--- config.mk ---
export PLATFORM = sky130hd
export DESIGN_NAME = fifo_stack_host
export DESIGN_NICKNAME = d
export VERILOG_FILES = /design/src/rtl/fifo_stack_host_pkg.sv /design/src/rtl/word_buffer.sv /design/src/rtl/fifo_stack_host.sv
export SDC_FILE = /design/constraint.sdc
export NUM_CORES = 1
export LEC_CHECK = 0
export ABC_AREA = 1
export BUFFER_PORTS_ARGS = -buffer_cell sky130_fd_sc_hd__buf_2
export CORE_ASPECT_RATIO = 1.4
export CORE_MARGIN = 5
export CORE_UTILIZATION = 35
export CTS_CLUSTER_SIZE = 28
export DETAILED_ROUTE_END_ITERATION = 8
export HOLD_SLACK_MARGIN = 0.15
export PLACE_DENSITY = 0.53
export SYNTH_ARGS = -nofsm -noshare
export SYNTH_HDL_FRONTEND = slang
export SYNTH_HIERARCHICAL = 1
export SYNTH_SLANG_ARGS = --single-unit
--- constraint.sdc ---
create_clock -name clk_sys -period 2.72 [get_ports clk_sys]
set_input_delay 0.408 -clock clk_sys [delete_from_list [all_inputs] [get_ports clk_sys]]
set_output_delay 0.408 -clock clk_sys [all_outputs]
set_load 0.005 [all_outputs]
--- src/rtl/fifo_stack_host_pkg.sv ---
// Package with constants and carrier types for the FIFO stack host controller.
package fifo_stack_host_pkg;

  // Device geometry of the whole stack.
  localparam int WORD_WIDTH       = 8;
  localparam int STACK_COLUMNS    = 2;
  localparam int DEVICE_WORDS     = 32;
  localparam int CASCADE_DEVICES  = 4;

  // Clock and timing figures.
  localparam int CLK_PERIOD_NS    = 4;
  localparam int DATA_HOLD_NS     = 400;
  localparam int LOAD_HIGH_NS     = 100;
  localparam int DUMP_HIGH_NS     = 100;
  localparam int DUMP_LOW_NS      = 100;

  // Least times round up to whole cycles.
  localparam int DATA_HOLD_CYCLES = (DATA_HOLD_NS + CLK_PERIOD_NS - 1) / CLK_PERIOD_NS;
  localparam int LOAD_HIGH_CYCLES = (LOAD_HIGH_NS + CLK_PERIOD_NS - 1) / CLK_PERIOD_NS;
  localparam int DUMP_HIGH_CYCLES = (DUMP_HIGH_NS + CLK_PERIOD_NS - 1) / CLK_PERIOD_NS;
  localparam int DUMP_LOW_CYCLES  = (DUMP_LOW_NS + CLK_PERIOD_NS - 1) / CLK_PERIOD_NS;
  localparam int TIMER_WIDTH      = 9;

  // Words a cascade of n devices can hold.
  localparam int STACK_CAPACITY   = (DEVICE_WORDS - 1) * CASCADE_DEVICES + 1;

  // Buffer in the input path.
  localparam int BUFFER_DEPTH     = 8;

  // Input-ready polarity of the inverted-ready device variant.
  localparam logic INPUT_READY_ACTIVE = 1'b0;

  typedef logic [WORD_WIDTH-1:0] word_type;

  typedef struct packed {
    logic     valid;
    word_type data;
  } stream_word_type;

  typedef enum logic [2:0] {
    LOAD_IDLE,
    LOAD_STROBE,
    LOAD_HOLD,
    LOAD_WAIT_BUSY
  } load_state_type;

  typedef enum logic [1:0] {
    DUMP_IDLE,
    DUMP_OFFER,
    DUMP_HIGH,
    DUMP_LOW
  } dump_state_type;

endpackage

--- src/rtl/word_buffer.sv ---
// Parameterised valid/ready FIFO buffer that stages words for the stack.
`timescale 1ns/1ps
module word_buffer #(
  parameter int WIDTH = 8,
  parameter int DEPTH = 8
) (
  // Clock and reset.
  input  wire logic             clk_sys,
  input  wire logic             rst,
  // Fill side.
  input  wire logic             in_valid,
  output logic                  in_ready,
  input  wire logic [WIDTH-1:0] in_data,
  // Drain side.
  output logic                  out_valid,
  input  wire logic             out_ready,
  output logic [WIDTH-1:0]      out_data
);

  localparam int PTR_WIDTH = (DEPTH > 1) ? $clog2(DEPTH) : 1;

  logic [WIDTH-1:0]     store [DEPTH];
  logic [PTR_WIDTH-1:0] wr_ptr;
  logic [PTR_WIDTH-1:0] rd_ptr;
  logic [PTR_WIDTH:0]   count;
  logic [PTR_WIDTH-1:0] next_wr_ptr;
  logic [PTR_WIDTH-1:0] next_rd_ptr;
  logic [PTR_WIDTH:0]   next_count;
  logic                 push;
  logic                 pop;

  function automatic logic [PTR_WIDTH-1:0] advance(input logic [PTR_WIDTH-1:0] ptr);
    if (ptr == PTR_WIDTH'(DEPTH - 1)) begin
      advance = '0;
    end else begin
      advance = ptr + 1'b1;
    end
  endfunction

  assign in_ready  = (count != (PTR_WIDTH + 1)'(DEPTH));
  assign out_valid = (count != '0);
  assign out_data  = store[rd_ptr];
  assign push      = in_valid && in_ready;
  assign pop       = out_valid && out_ready;

  always_comb begin
    next_wr_ptr = push ? advance(wr_ptr) : wr_ptr;
    next_rd_ptr = pop ? advance(rd_ptr) : rd_ptr;
    next_count  = count;
    if (push && !pop) begin
      next_count = count + 1'b1;
    end else if (pop && !push) begin
      next_count = count - 1'b1;
    end
  end

  always_ff @(posedge clk_sys) begin
    if (rst) begin
      wr_ptr <= '0;
      rd_ptr <= '0;
      count  <= '0;
    end else begin
      wr_ptr <= next_wr_ptr;
      rd_ptr <= next_rd_ptr;
      count  <= next_count;
    end
  end

  always_ff @(posedge clk_sys) begin
    if (push) begin
      store[wr_ptr] <= in_data;
    end
  end

endmodule

--- src/rtl/fifo_stack_host.sv ---
// Host controller that loads and dumps a side-by-side stack of cascaded FIFO devices.
// Notes on behaviour
// - Devices within each column are chained output-valid to load and dump to input-ready, outside this block.
// - Columns are independent except for one shared load strobe and one shared dump strobe.
// - The stack is ready only while the load strobe is low and every column reports input-ready.
// - Input data stays on the pins until every column's input-ready has gone busy.
// - The host detects all-ready and then holds data for the worst-case time.
// - Input data is held for at least 400 ns after the rising load edge.
// - Input data changes only after the falling edge of the load strobe.
// - The dump strobe is issued only when all columns show output-valid and the system took the word.
`timescale 1ns/1ps
module fifo_stack_host #(
  parameter int COLUMNS = fifo_stack_host_pkg::STACK_COLUMNS,
  parameter int WIDTH   = fifo_stack_host_pkg::WORD_WIDTH,
  parameter int DEPTH   = fifo_stack_host_pkg::BUFFER_DEPTH
) (
  // Clock and reset.
  input  wire logic                     clk_sys,
  input  wire logic                     rst,
  // Source side of the system.
  input  wire logic                     src_valid,
  output logic                          src_ready,
  input  wire logic [WIDTH-1:0]         src_data,
  // Sink side of the system.
  output logic                          sink_valid,
  input  wire logic                     sink_ready,
  output logic [WIDTH-1:0]              sink_data,
  // Stack input pins.
  output logic                          parallel_load_strobe,
  output logic [COLUMNS*WIDTH-1:0]      stack_in_data,
  input  wire logic [COLUMNS-1:0]       input_ready_flag_n,
  // Stack output pins.
  output logic                          word_dump_strobe,
  input  wire logic [COLUMNS-1:0]       output_valid,
  input  wire logic [COLUMNS*WIDTH-1:0] stack_out_data,
  // Status.
  output logic                          load_busy
);

  localparam logic [fifo_stack_host_pkg::TIMER_WIDTH-1:0] HOLD_COUNT =
    fifo_stack_host_pkg::TIMER_WIDTH'(fifo_stack_host_pkg::DATA_HOLD_CYCLES);
  localparam logic [fifo_stack_host_pkg::TIMER_WIDTH-1:0] LOAD_HIGH_COUNT =
    fifo_stack_host_pkg::TIMER_WIDTH'(fifo_stack_host_pkg::LOAD_HIGH_CYCLES);
  localparam logic [fifo_stack_host_pkg::TIMER_WIDTH-1:0] DUMP_HIGH_COUNT =
    fifo_stack_host_pkg::TIMER_WIDTH'(fifo_stack_host_pkg::DUMP_HIGH_CYCLES);
  localparam logic [fifo_stack_host_pkg::TIMER_WIDTH-1:0] DUMP_LOW_COUNT =
    fifo_stack_host_pkg::TIMER_WIDTH'(fifo_stack_host_pkg::DUMP_LOW_CYCLES);
  localparam int                   OCC_WIDTH = $clog2(DEPTH) + 1;
  localparam logic [OCC_WIDTH-1:0] OCC_FULL  = OCC_WIDTH'(DEPTH);

  // Pin synchronisers.
  logic [COLUMNS-1:0]       ready_meta;
  logic [COLUMNS-1:0]       ready_sync;
  logic [COLUMNS-1:0]       valid_meta;
  logic [COLUMNS-1:0]       valid_sync;
  logic [COLUMNS*WIDTH-1:0] out_meta;
  logic [COLUMNS*WIDTH-1:0] out_sync;

  // Input buffer.
  logic                     buf_valid;
  logic                     buf_ready;
  logic [WIDTH-1:0]         buf_data;
  logic                     buf_push;
  logic                     buf_pop;
  logic [OCC_WIDTH-1:0]     occupancy;
  logic [OCC_WIDTH-1:0]     next_occupancy;
  logic                     next_src_ready;

  // Load machine.
  fifo_stack_host_pkg::load_state_type       load_state;
  fifo_stack_host_pkg::load_state_type       next_load_state;
  logic [fifo_stack_host_pkg::TIMER_WIDTH-1:0] load_timer;
  logic [fifo_stack_host_pkg::TIMER_WIDTH-1:0] next_load_timer;
  logic                                      next_parallel_load_strobe;
  logic [COLUMNS*WIDTH-1:0]                  next_stack_in_data;
  logic                                      next_load_busy;

  // Dump machine.
  fifo_stack_host_pkg::dump_state_type       dump_state;
  fifo_stack_host_pkg::dump_state_type       next_dump_state;
  logic [fifo_stack_host_pkg::TIMER_WIDTH-1:0] dump_timer;
  logic [fifo_stack_host_pkg::TIMER_WIDTH-1:0] next_dump_timer;
  logic                                      next_word_dump_strobe;
  logic                                      next_sink_valid;
  logic [WIDTH-1:0]                          next_sink_data;

  logic                                      all_ready;
  logic                                      all_busy;
  logic                                      all_valid;

  // Every column shows the given input-ready flag level.
  function automatic logic columns_all(input logic [COLUMNS-1:0] flags, input logic level);
    columns_all = (flags == {COLUMNS{level}});
  endfunction

  // Column 0 carries the word; the other columns mirror it.
  function automatic logic [COLUMNS*WIDTH-1:0] replicate(input logic [WIDTH-1:0] word);
    replicate = {COLUMNS{word}};
  endfunction

  // One more cycle has passed on a phase timer.
  function automatic logic [fifo_stack_host_pkg::TIMER_WIDTH-1:0] tick(
    input logic [fifo_stack_host_pkg::TIMER_WIDTH-1:0] timer
  );
    tick = timer + 1'b1;
  endfunction

  // A phase ends on the cycle whose tick reaches its limit.
  function automatic logic expired(
    input logic [fifo_stack_host_pkg::TIMER_WIDTH-1:0] timer,
    input logic [fifo_stack_host_pkg::TIMER_WIDTH-1:0] limit
  );
    expired = (tick(timer) >= limit);
  endfunction

  always_ff @(posedge clk_sys) begin
    if (rst) begin
      ready_meta <= '0;
      ready_sync <= '0;
      valid_meta <= '0;
      valid_sync <= '0;
      out_meta   <= '0;
      out_sync   <= '0;
    end else begin
      ready_meta <= input_ready_flag_n;
      ready_sync <= ready_meta;
      valid_meta <= output_valid;
      valid_sync <= valid_meta;
      out_meta   <= stack_out_data;
      out_sync   <= out_meta;
    end
  end

  assign all_ready = columns_all(ready_sync, fifo_stack_host_pkg::INPUT_READY_ACTIVE);
  assign all_busy  = columns_all(ready_sync, ~fifo_stack_host_pkg::INPUT_READY_ACTIVE);
  assign all_valid = &valid_sync;

  word_buffer #(
    .WIDTH (WIDTH),
    .DEPTH (DEPTH)
  ) word_buffer_i (
    .clk_sys   (clk_sys),
    .rst       (rst),
    .in_valid  (buf_push),
    .in_ready  (),
    .in_data   (src_data),
    .out_valid (buf_valid),
    .out_ready (buf_ready),
    .out_data  (buf_data)
  );

  // The buffer head is consumed only when a load starts.
  assign buf_ready = (load_state == fifo_stack_host_pkg::LOAD_IDLE) && !parallel_load_strobe && all_ready;
  assign buf_push  = src_valid && src_ready;
  assign buf_pop   = buf_valid && buf_ready;

  // Buffer fill is mirrored here so that src_ready leaves the block from a register.
  always_comb begin
    next_occupancy = occupancy;
    if (buf_push && !buf_pop) begin
      next_occupancy = occupancy + 1'b1;
    end else if (buf_pop && !buf_push) begin
      next_occupancy = occupancy - 1'b1;
    end
    next_src_ready = (next_occupancy != OCC_FULL);
  end

  always_ff @(posedge clk_sys) begin
    if (rst) begin
      occupancy <= '0;
      src_ready <= 1'b1;
    end else begin
      occupancy <= next_occupancy;
      src_ready <= next_src_ready;
    end
  end

  always_comb begin
    next_load_state           = load_state;
    next_load_timer           = load_timer;
    next_parallel_load_strobe = parallel_load_strobe;
    next_stack_in_data        = stack_in_data;
    next_load_busy            = load_busy;
    case (load_state)
      fifo_stack_host_pkg::LOAD_IDLE: begin
        next_load_busy = 1'b0;
        // Ready only while the strobe is low and all columns are ready.
        if (buf_valid && !parallel_load_strobe && all_ready) begin
          next_stack_in_data        = replicate(buf_data);
          next_load_timer           = '0;
          next_load_busy            = 1'b1;
          next_load_state           = fifo_stack_host_pkg::LOAD_STROBE;
        end
      end
      fifo_stack_host_pkg::LOAD_STROBE: begin
        // The word has stood on the pins for a cycle before the strobe rises.
        next_parallel_load_strobe = 1'b1;
        next_load_timer           = tick(load_timer);
        if (expired(load_timer, LOAD_HIGH_COUNT)) begin
          next_load_state = fifo_stack_host_pkg::LOAD_HOLD;
        end
      end
      fifo_stack_host_pkg::LOAD_HOLD: begin
        // Data stays put for the worst-case capture window after the rising edge.
        next_load_timer = tick(load_timer);
        if (expired(load_timer, HOLD_COUNT)) begin
          next_load_state = fifo_stack_host_pkg::LOAD_WAIT_BUSY;
        end
      end
      fifo_stack_host_pkg::LOAD_WAIT_BUSY: begin
        // A full column keeps input-ready busy; a later dump frees it.
        if (all_busy) begin
          next_parallel_load_strobe = 1'b0;
          next_load_state           = fifo_stack_host_pkg::LOAD_IDLE;
        end
      end
      default: begin
        next_load_state = fifo_stack_host_pkg::LOAD_IDLE;
      end
    endcase
  end

  always_ff @(posedge clk_sys) begin
    if (rst) begin
      load_state           <= fifo_stack_host_pkg::LOAD_IDLE;
      load_timer           <= '0;
      parallel_load_strobe <= 1'b0;
      stack_in_data        <= '0;
      load_busy            <= 1'b0;
    end else begin
      load_state           <= next_load_state;
      load_timer           <= next_load_timer;
      parallel_load_strobe <= next_parallel_load_strobe;
      stack_in_data        <= next_stack_in_data;
      load_busy            <= next_load_busy;
    end
  end

  always_comb begin
    next_dump_state       = dump_state;
    next_dump_timer       = dump_timer;
    next_word_dump_strobe = word_dump_strobe;
    next_sink_valid       = sink_valid;
    next_sink_data        = sink_data;
    case (dump_state)
      fifo_stack_host_pkg::DUMP_IDLE: begin
        if (all_valid) begin
          next_sink_valid = 1'b1;
          next_sink_data  = out_sync[WIDTH-1:0];
          next_dump_state = fifo_stack_host_pkg::DUMP_OFFER;
        end
      end
      fifo_stack_host_pkg::DUMP_OFFER: begin
        if (sink_ready) begin
          next_sink_valid       = 1'b0;
          next_word_dump_strobe = 1'b1;
          next_dump_timer       = '0;
          next_dump_state       = fifo_stack_host_pkg::DUMP_HIGH;
        end
      end
      fifo_stack_host_pkg::DUMP_HIGH: begin
        next_dump_timer = tick(dump_timer);
        if (expired(dump_timer, DUMP_HIGH_COUNT)) begin
          next_word_dump_strobe = 1'b0;
          next_dump_timer       = '0;
          next_dump_state       = fifo_stack_host_pkg::DUMP_LOW;
        end
      end
      fifo_stack_host_pkg::DUMP_LOW: begin
        // Let stale output-valid drain through the synchroniser before sampling again.
        next_dump_timer = tick(dump_timer);
        if (expired(dump_timer, DUMP_LOW_COUNT)) begin
          next_dump_state = fifo_stack_host_pkg::DUMP_IDLE;
        end
      end
      default: begin
        next_dump_state = fifo_stack_host_pkg::DUMP_IDLE;
      end
    endcase
  end

  always_ff @(posedge clk_sys) begin
    if (rst) begin
      dump_state       <= fifo_stack_host_pkg::DUMP_IDLE;
      dump_timer       <= '0;
      word_dump_strobe <= 1'b0;
      sink_valid       <= 1'b0;
      sink_data        <= '0;
    end else begin
      dump_state       <= next_dump_state;
      dump_timer       <= next_dump_timer;
      word_dump_strobe <= next_word_dump_strobe;
      sink_valid       <= next_sink_valid;
      sink_data        <= next_sink_data;
    end
  end

endmodule

; ---- Word-level counts from Yosys, hierarchy flattened
; Memory sizes are Yosys's and may differ from the RTL's. A register that Yosys moved wholly into a read port is not among the register bits.
; Cells that the tools add are included.
[classes]
order_cmp = 3
mux = 34
eq_ne = 19
add_sub_neg = 8
reduce_logical = 36
[ops]
columns = operator, n
row1 = 9-bit 2-to-1 mux, 3
row2 = 9-bit case mux with 3 select lines, 1
row3 = 3-bit 2-to-1 mux, 8
row4 = 9-bit by 1-bit adder with 9-bit output (second input constant), 2
row5 = 9-bit by 5-bit >= comparator with 1-bit output (second input constant), 2
row6 = 9-bit case mux with 2 select lines, 1
row7 = 4-bit 2-to-1 mux, 4
row8 = 2-bit inequality test (second input constant), 7
row9 = 3-bit case mux with 4 select lines, 1
row10 = 1-bit logical AND, 11
row11 = 2-bit AND reduction, 5
row12 = 2-bit nonzero test, 5
row13 = 9-bit by 7-bit >= comparator with 1-bit output (second input constant), 1
row14 = 3-bit AND reduction, 3
row15 = 4-bit by 1-bit adder with 4-bit output (second input constant), 2
row16 = 1-bit 2-to-1 mux, 8
row17 = 2-bit 2-to-1 mux, 4
row18 = 4-bit inequality test (second input constant), 2
row19 = 2-bit case mux with 4 select lines, 1
row20 = 4-bit AND reduction, 2
row21 = 4-bit by 1-bit subtractor with 4-bit output (second input constant), 2
row22 = 3-bit by 1-bit adder with 3-bit output (second input constant), 2
row23 = 2-bit == test (second input constant), 3
row24 = 3-bit by 2-bit == test with 1-bit output (second input constant), 2
row25 = 11 further kinds, 18
[totals]
ram_bits = 64
elab_cells = 122
regBits = 90
inputBits = 32
out_inout_bits = 29
memories = 1
[memory_table]
columns = name, words, width, rd, rd_ports_with_merged_regs, wr, line
row1 = word_buffer_i.store, 8, 8, 1, 1, 1, word_buffer.sv:22  ; logic [WIDTH-1:0] store [DEPTH];

; ---- Longest topological paths before layout
[depth]
word_depth = 8
ltp_mapped = 15
mapped_depth_nobuf = 15

; ---- Modules after synthesis
; Netlist, hierarchy kept.
[by_module_without_submodules]
columns = module, cells_each, instances, seq_area_each_um2, area_each_um2
row1 = word_buffer, 307, 1, 2182.1, 3290.7
row2 = fifo_stack_host, 454, 1, 1421.4, 3273.1

; ---- Worst setup path after synthesis
; OpenSTA, ideal clock, no wires.
[synth_path]
path_kind = register to register
startpoint = reg load_state[0]
endpoint = reg word_buffer_i.count[3]
setup_ns = 0.109
path_stages_with_launch = 14
synth_period_minus_slack_ns = 2.184
path_buffers = 0
t_arrival_ns = 2.075
t_required_ns = 2.611
setup_slack_ns = 0.536
cell_sequence = dfxtp_1 > inv_1 > ha_1 > inv_1 > nor4_1 > nand2_2 > ha_1 > inv_1 > ha_1 > or2_2 > nand3_1 > nand3_1 > nand2_1 > inv_1
[synth_between]
elab_chain_cells = 7
elab_cells_between_ends = 9
classes_between = 1 x mux / 8 x reduce/logical
[synth_lines]
columns = element, line
row1 = "start, declared", fifo_stack_host.sv:70  ; fifo_stack_host_pkg::load_state_type load_state;
row2 = "start signal, assigned", fifo_stack_host.sv:225  ; load_state <= fifo_stack_host_pkg::LOAD_IDLE;
row3 = "start signal, assigned", fifo_stack_host.sv:231  ; load_state <= next_load_state;
row4 = 3-bit zero test (*), fifo_stack_host.sv:153  ; assign buf_ready = (load_state == fifo_stack_host_pkg::LOAD_IDLE) && !parallel_load_strobe && all_ready;
row5 = 1-bit logical AND (*) (2 in a row), fifo_stack_host.sv:153
row6 = named net buf_ready, fifo_stack_host.sv:61  ; logic buf_ready;
row7 = 1-bit logical AND (*), word_buffer.sv:44  ; assign pop = out_valid && out_ready;
row8 = 1-bit zero test, word_buffer.sv:50  ; if (push && !pop) begin
row9 = 1-bit logical AND, word_buffer.sv:50
row10 = 4-bit 2-to-1 mux / 2-bit nonzero test (equally long branches), n/a
row11 = "end signal, assigned", word_buffer.sv:65  ; count <= next_count;
row12 = "end, declared", word_buffer.sv:25  ; logic [PTR_WIDTH:0] count;
; Mark *: on every way through the listed nets, which the timed path passes. The rest lies on a longest branch.
; A chain may end at the register's enable or synchronous reset.

; ---- Final worst setup path
[layout_path]
startpoint = reg load_state[1]
endpoint = reg word_buffer_i.count[3]
; Same word-level chain as after synthesis.

==> summary.md <==
| Metric | Value |
|---|---|
| First-pass DRT Iterations | `4` |
| Register bit total from synthesis | `~150` |
| First-pass GRT wire length | `23400 um` |
| Number of distinct library cell variants in the gate-level netlist after synthesis | `36` |
| Number of maximum-capacitance violations | `0` |
| Predominant post-synthesis flop cell | `sky130_fd_sc_hd__dfxtp_1` |
| Largest stage delay, worst path | `340 ps` |
| Number of instances on the worst hold path | `3` |
| GRT Residual Overflow | `0` |
| Worst Setup End Kind | `flop` |
| Fraction of final layout cells sized beyond drive strength 1 | `between 10% and 20%` |
| Area Growth Syn to Fin | `16.4%` |
| Master of the slowest instance on the critical path | `sky130_fd_sc_hd__dfxtp_1` |
| Startpoint type of the worst setup path | `flop` |
| Nets@finish | `about 880` |
| Slew HR | `around 60%` |
| Number of flops mapped to enable cells by yosys | `64` |
| Largest fanout on the critical path | `5` |
| Final instance area | `between 7000 and 8000 sq um` |
| Internal | `around 4900 uW` |
| Area after detailed placement | `between 7000 and 8000 sq um` |
| Fraction of synthesis flops using an asynchronous set or reset pin | `0%` |
| Total CTS buffers | `17` |
| Register-to-Register Path Depth | `13` |
| Proportion of power drawn by combinational gates | `a little under a third` |
| Share of power burned in the clock network | `a little under a third` |
| Synth warnings | `6` |
| Area of the mapped netlist | `approximately 6600 sq um` |
| Data arrival time of the critical path | `2700 ps` |
| Number of DRC markers after the initial detailed-route iteration | `~250` |
| Library cell with the highest instance count after synthesis | `sky130_fd_sc_hd__nor2_1` |
| Routability Congestion | `~0.77` |
| Clock tree buffer depth | `2` |
| TritonCTS clock tree | `yes` |
| Number of setup violations in the final report | `0` |
| Remaining design rule violation count | `0` |
| Final Cycle Share | `between 80% and 90%` |
| Unrepaired setup endpoints after global routing | `false` |
| Post-DRT Antenna Nets | `0` |
| Antenna fix cells | `0` |
| Effective utilization at floorplan | `between 30% and 40%` |
| Instance count of the mapped netlist | `761` |
| Final number of hold-violating endpoints | `0` |
| Switching part of the total | `a little over a third` |
| Standby leakage power | `0.00329 uW` |
| Total number of vias | `about 4.8k` |
| Count of placed standard cells including taps | `1045` |
| Avg Synthesized Cell Area | `~8.6 sq um` |
| Biggest area contributors in the synthesized netlist | `sky130_fd_sc_hd__edfxtp_1, sky130_fd_sc_hd__dfxtp_1, sky130_fd_sc_hd__nor2_1, sky130_fd_sc_hd__nand2_1, sky130_fd_sc_hd__inv_1` |
| Net Sw Power | `between 2000 and 3000 uW` |
| Avg Vias per Cell | `between 4 and 5` |
| Final-layout setup total negative slack | `0 ps` |
| Min-delay worst type | `in -> reg` |
| I/O Pins | `61` |
| Overall global routing resource usage | `a little over an eighth` |
| Post-synthesis sequential area ratio | `a little over half` |
| Clock-pin slew on the worst setup and hold paths | `around 60 ps` |
| Clk_skew | `approximately 6.5 ps` |
| Count of hold-fix buffers inserted at cts | `0` |
| Minimum clock period | `about 2400 ps` |
| Die outline height | `roughly 170 um` |
| Synthesized netlist net count | `just over 800` |
| Max Slew Vio Count | `0` |
| Pin count of the biggest net entering global routing | `34` |
| Overall die area | `roughly 22000 sq um` |
| Portion of synthesized cell area occupied by the leading cell type | `a little under 30%` |
| Clk root buf | `sky130_fd_sc_hd__clkbuf_16` |
| Leading cell types by count after synthesis | `sky130_fd_sc_hd__nor2_1, sky130_fd_sc_hd__nand2_1, sky130_fd_sc_hd__dfxtp_1` |
| FILL cells | `between 1.5k and 2k` |
| Estimated wirelength of the detail-placed design | `around 9700 um` |
| Cell type with the highest aggregate area in the netlist | `sky130_fd_sc_hd__edfxtp_1` |
| Core Footprint | `between 15000 and 20000 sq um` |
| Cell chain of the critical path | `inv_1, ha_1, inv_1, nor4_1, nand2_2, ha_1, inv_1, ha_1, or2_2, nand3_1, nand3_1, nand2_1, inv_1` |
| Required time of the worst setup path | `3040 ps` |
| Quantity of I/O buffers inserted on ports | `52` |
| Vias in the first global route | `approximately 4.8k` |
| Number of H-tree branching levels | `4` |
| Number of placement rows | `59` |
| Clock latency of the later-clocked register in the worst-skew pair | `~420 ps` |
| Status | `finished, final reports clean` |
| Worst Max-Slew Pin Slew | `574 ps` |
| Most Frequent Cell on Critical Path | `sky130_fd_sc_hd__inv_1` |
| Pwr/cell area | `982 nW/um^2` |
| Number of sinks on the clock net | `148` |
| Buffers inserted during post-CTS setup optimization | `0` |
| Resized cells post-CTS | `0` |
| Type of the worst setup path | `reg -> reg` |
| Chip width | `126 um` |
| Sequential power share | `between 30% and 40%` |
| Highest clock rate | `between 400 and 500 MHz` |
| Number of standard cells in the final layout excluding fillers | `between 1k and 1.5k` |
| Detailed-route wire length per cell | `between 10 and 15 um` |
| Routed wire length | `roughly 14000 um` |
| Worst vdd ir | `0.470 mV` |
| Antenna violations before repair | `0` |
## through the flow
stage	worst slack, ps	hold slack, ps	power, uW	utilization, %
floorplan	536	388	4700	-
global placement	358	390	5280	38.1
detailed placement	329	392	5290	38.1
CTS	303	174	7640	41.2
global route	32.8	182	8130	41.2
finish	339	195	7500	41.2
## critical path, delay by kind of cell (launching register included)
| family | cells | cell delay (ps) |
|---|---|---|
| AND/OR/NAND/NOR | 6 | 930 |
| adder cells (fa/ha/maj) | 3 | 680 |
| flip-flops | 1 | 340 |
| buffers and inverters | 4 | 320 |
## layout make-up
type,instances,area (sq um),area share [%]
multi-input cells,502,2450,32.1
flip-flops and latches,148,3600,47.2
clock inverters,13,146,1.92
well taps,244,305,3.99
repair buffers,68,380,4.98
clock buffers,19,443,5.80
inverters,83,314,4.11
## sequential cells by signal (all words and copies together), names as in the netlist, 2 cells and up, named ones only
signal,count
valid_sync,2
load_timer,9
stack_in_data,8
occupancy,4
sink_data,8
valid_meta,2
ready_meta,2
load_state,2
word_buffer_i/wr_ptr,3
word_buffer_i/store,64
word_buffer_i/rd_ptr,3
dump_timer,9
word_buffer_i/count,4
ready_sync,2
out_meta,8
out_sync,8
dump_state,2
## power by group through the flow
stage	sequential (uW)	clock, uW	combinational [uW]
after floorplan	2860	0	1840
after global placement	2950	0	2330
after detailed placement	2950	0	2340
after CTS	2910	2380	2360
after global routing	2950	2470	2710
final	2900	2310	2300
## cell usage in the layout, fill, tap and decap left out, drive strengths merged
cell / n
nor4: 1
buf: 68
o21bai: 1
o21ai: 63
edfxtp: 64
clkinvlp: 3
a21oi: 33
or2: 3
inv: 86
ha: 22
nor3: 4
nand4: 7
nand2: 148
bufinv: 2
dfxtp: 84
a31oi: 1
clkbuf: 19
clkinv: 5
fa: 1
a211oi: 1
nor2: 182
xnor2: 2
nand3: 26
xor2: 7
## path summary, 6_finish.rpt
check	slack, ps	startpoint	endpoint
max	340	load_state[1]	word_buffer_i/count[3]
min	200	stack_out_data[7]	out_meta[7]
max reg2reg	340	load_state[1]	word_buffer_i/count[3]
min reg2reg	400	out_meta[1]	out_sync[1]
## layer usage
metal	vias to the layer above	track usage, %	part of all wire, %
li1	2542	-	-
met2	61	25.0	52
met5	-	0	0
met4	0	4.90	2.2
met3	20	3.52	3.2
met1	2185	15.6	42
## cells by family (layout without fill, tap and decap cells)
family | count (synthesis) | in the layout | synth area share, %
XOR/XNOR | 9 | 9 | 1.20
flip-flops | 148 | 148 | 54.9
adder cells (fa/ha/maj) | 23 | 23 | 4.50
AND/OR/NAND/NOR | 371 | 371 | 23.7
AO/OA/AOI/OAI | 99 | 99 | 7.93
buffers and inverters | 111 | 183 | 7.78
(Power assumes the default switching activity.)
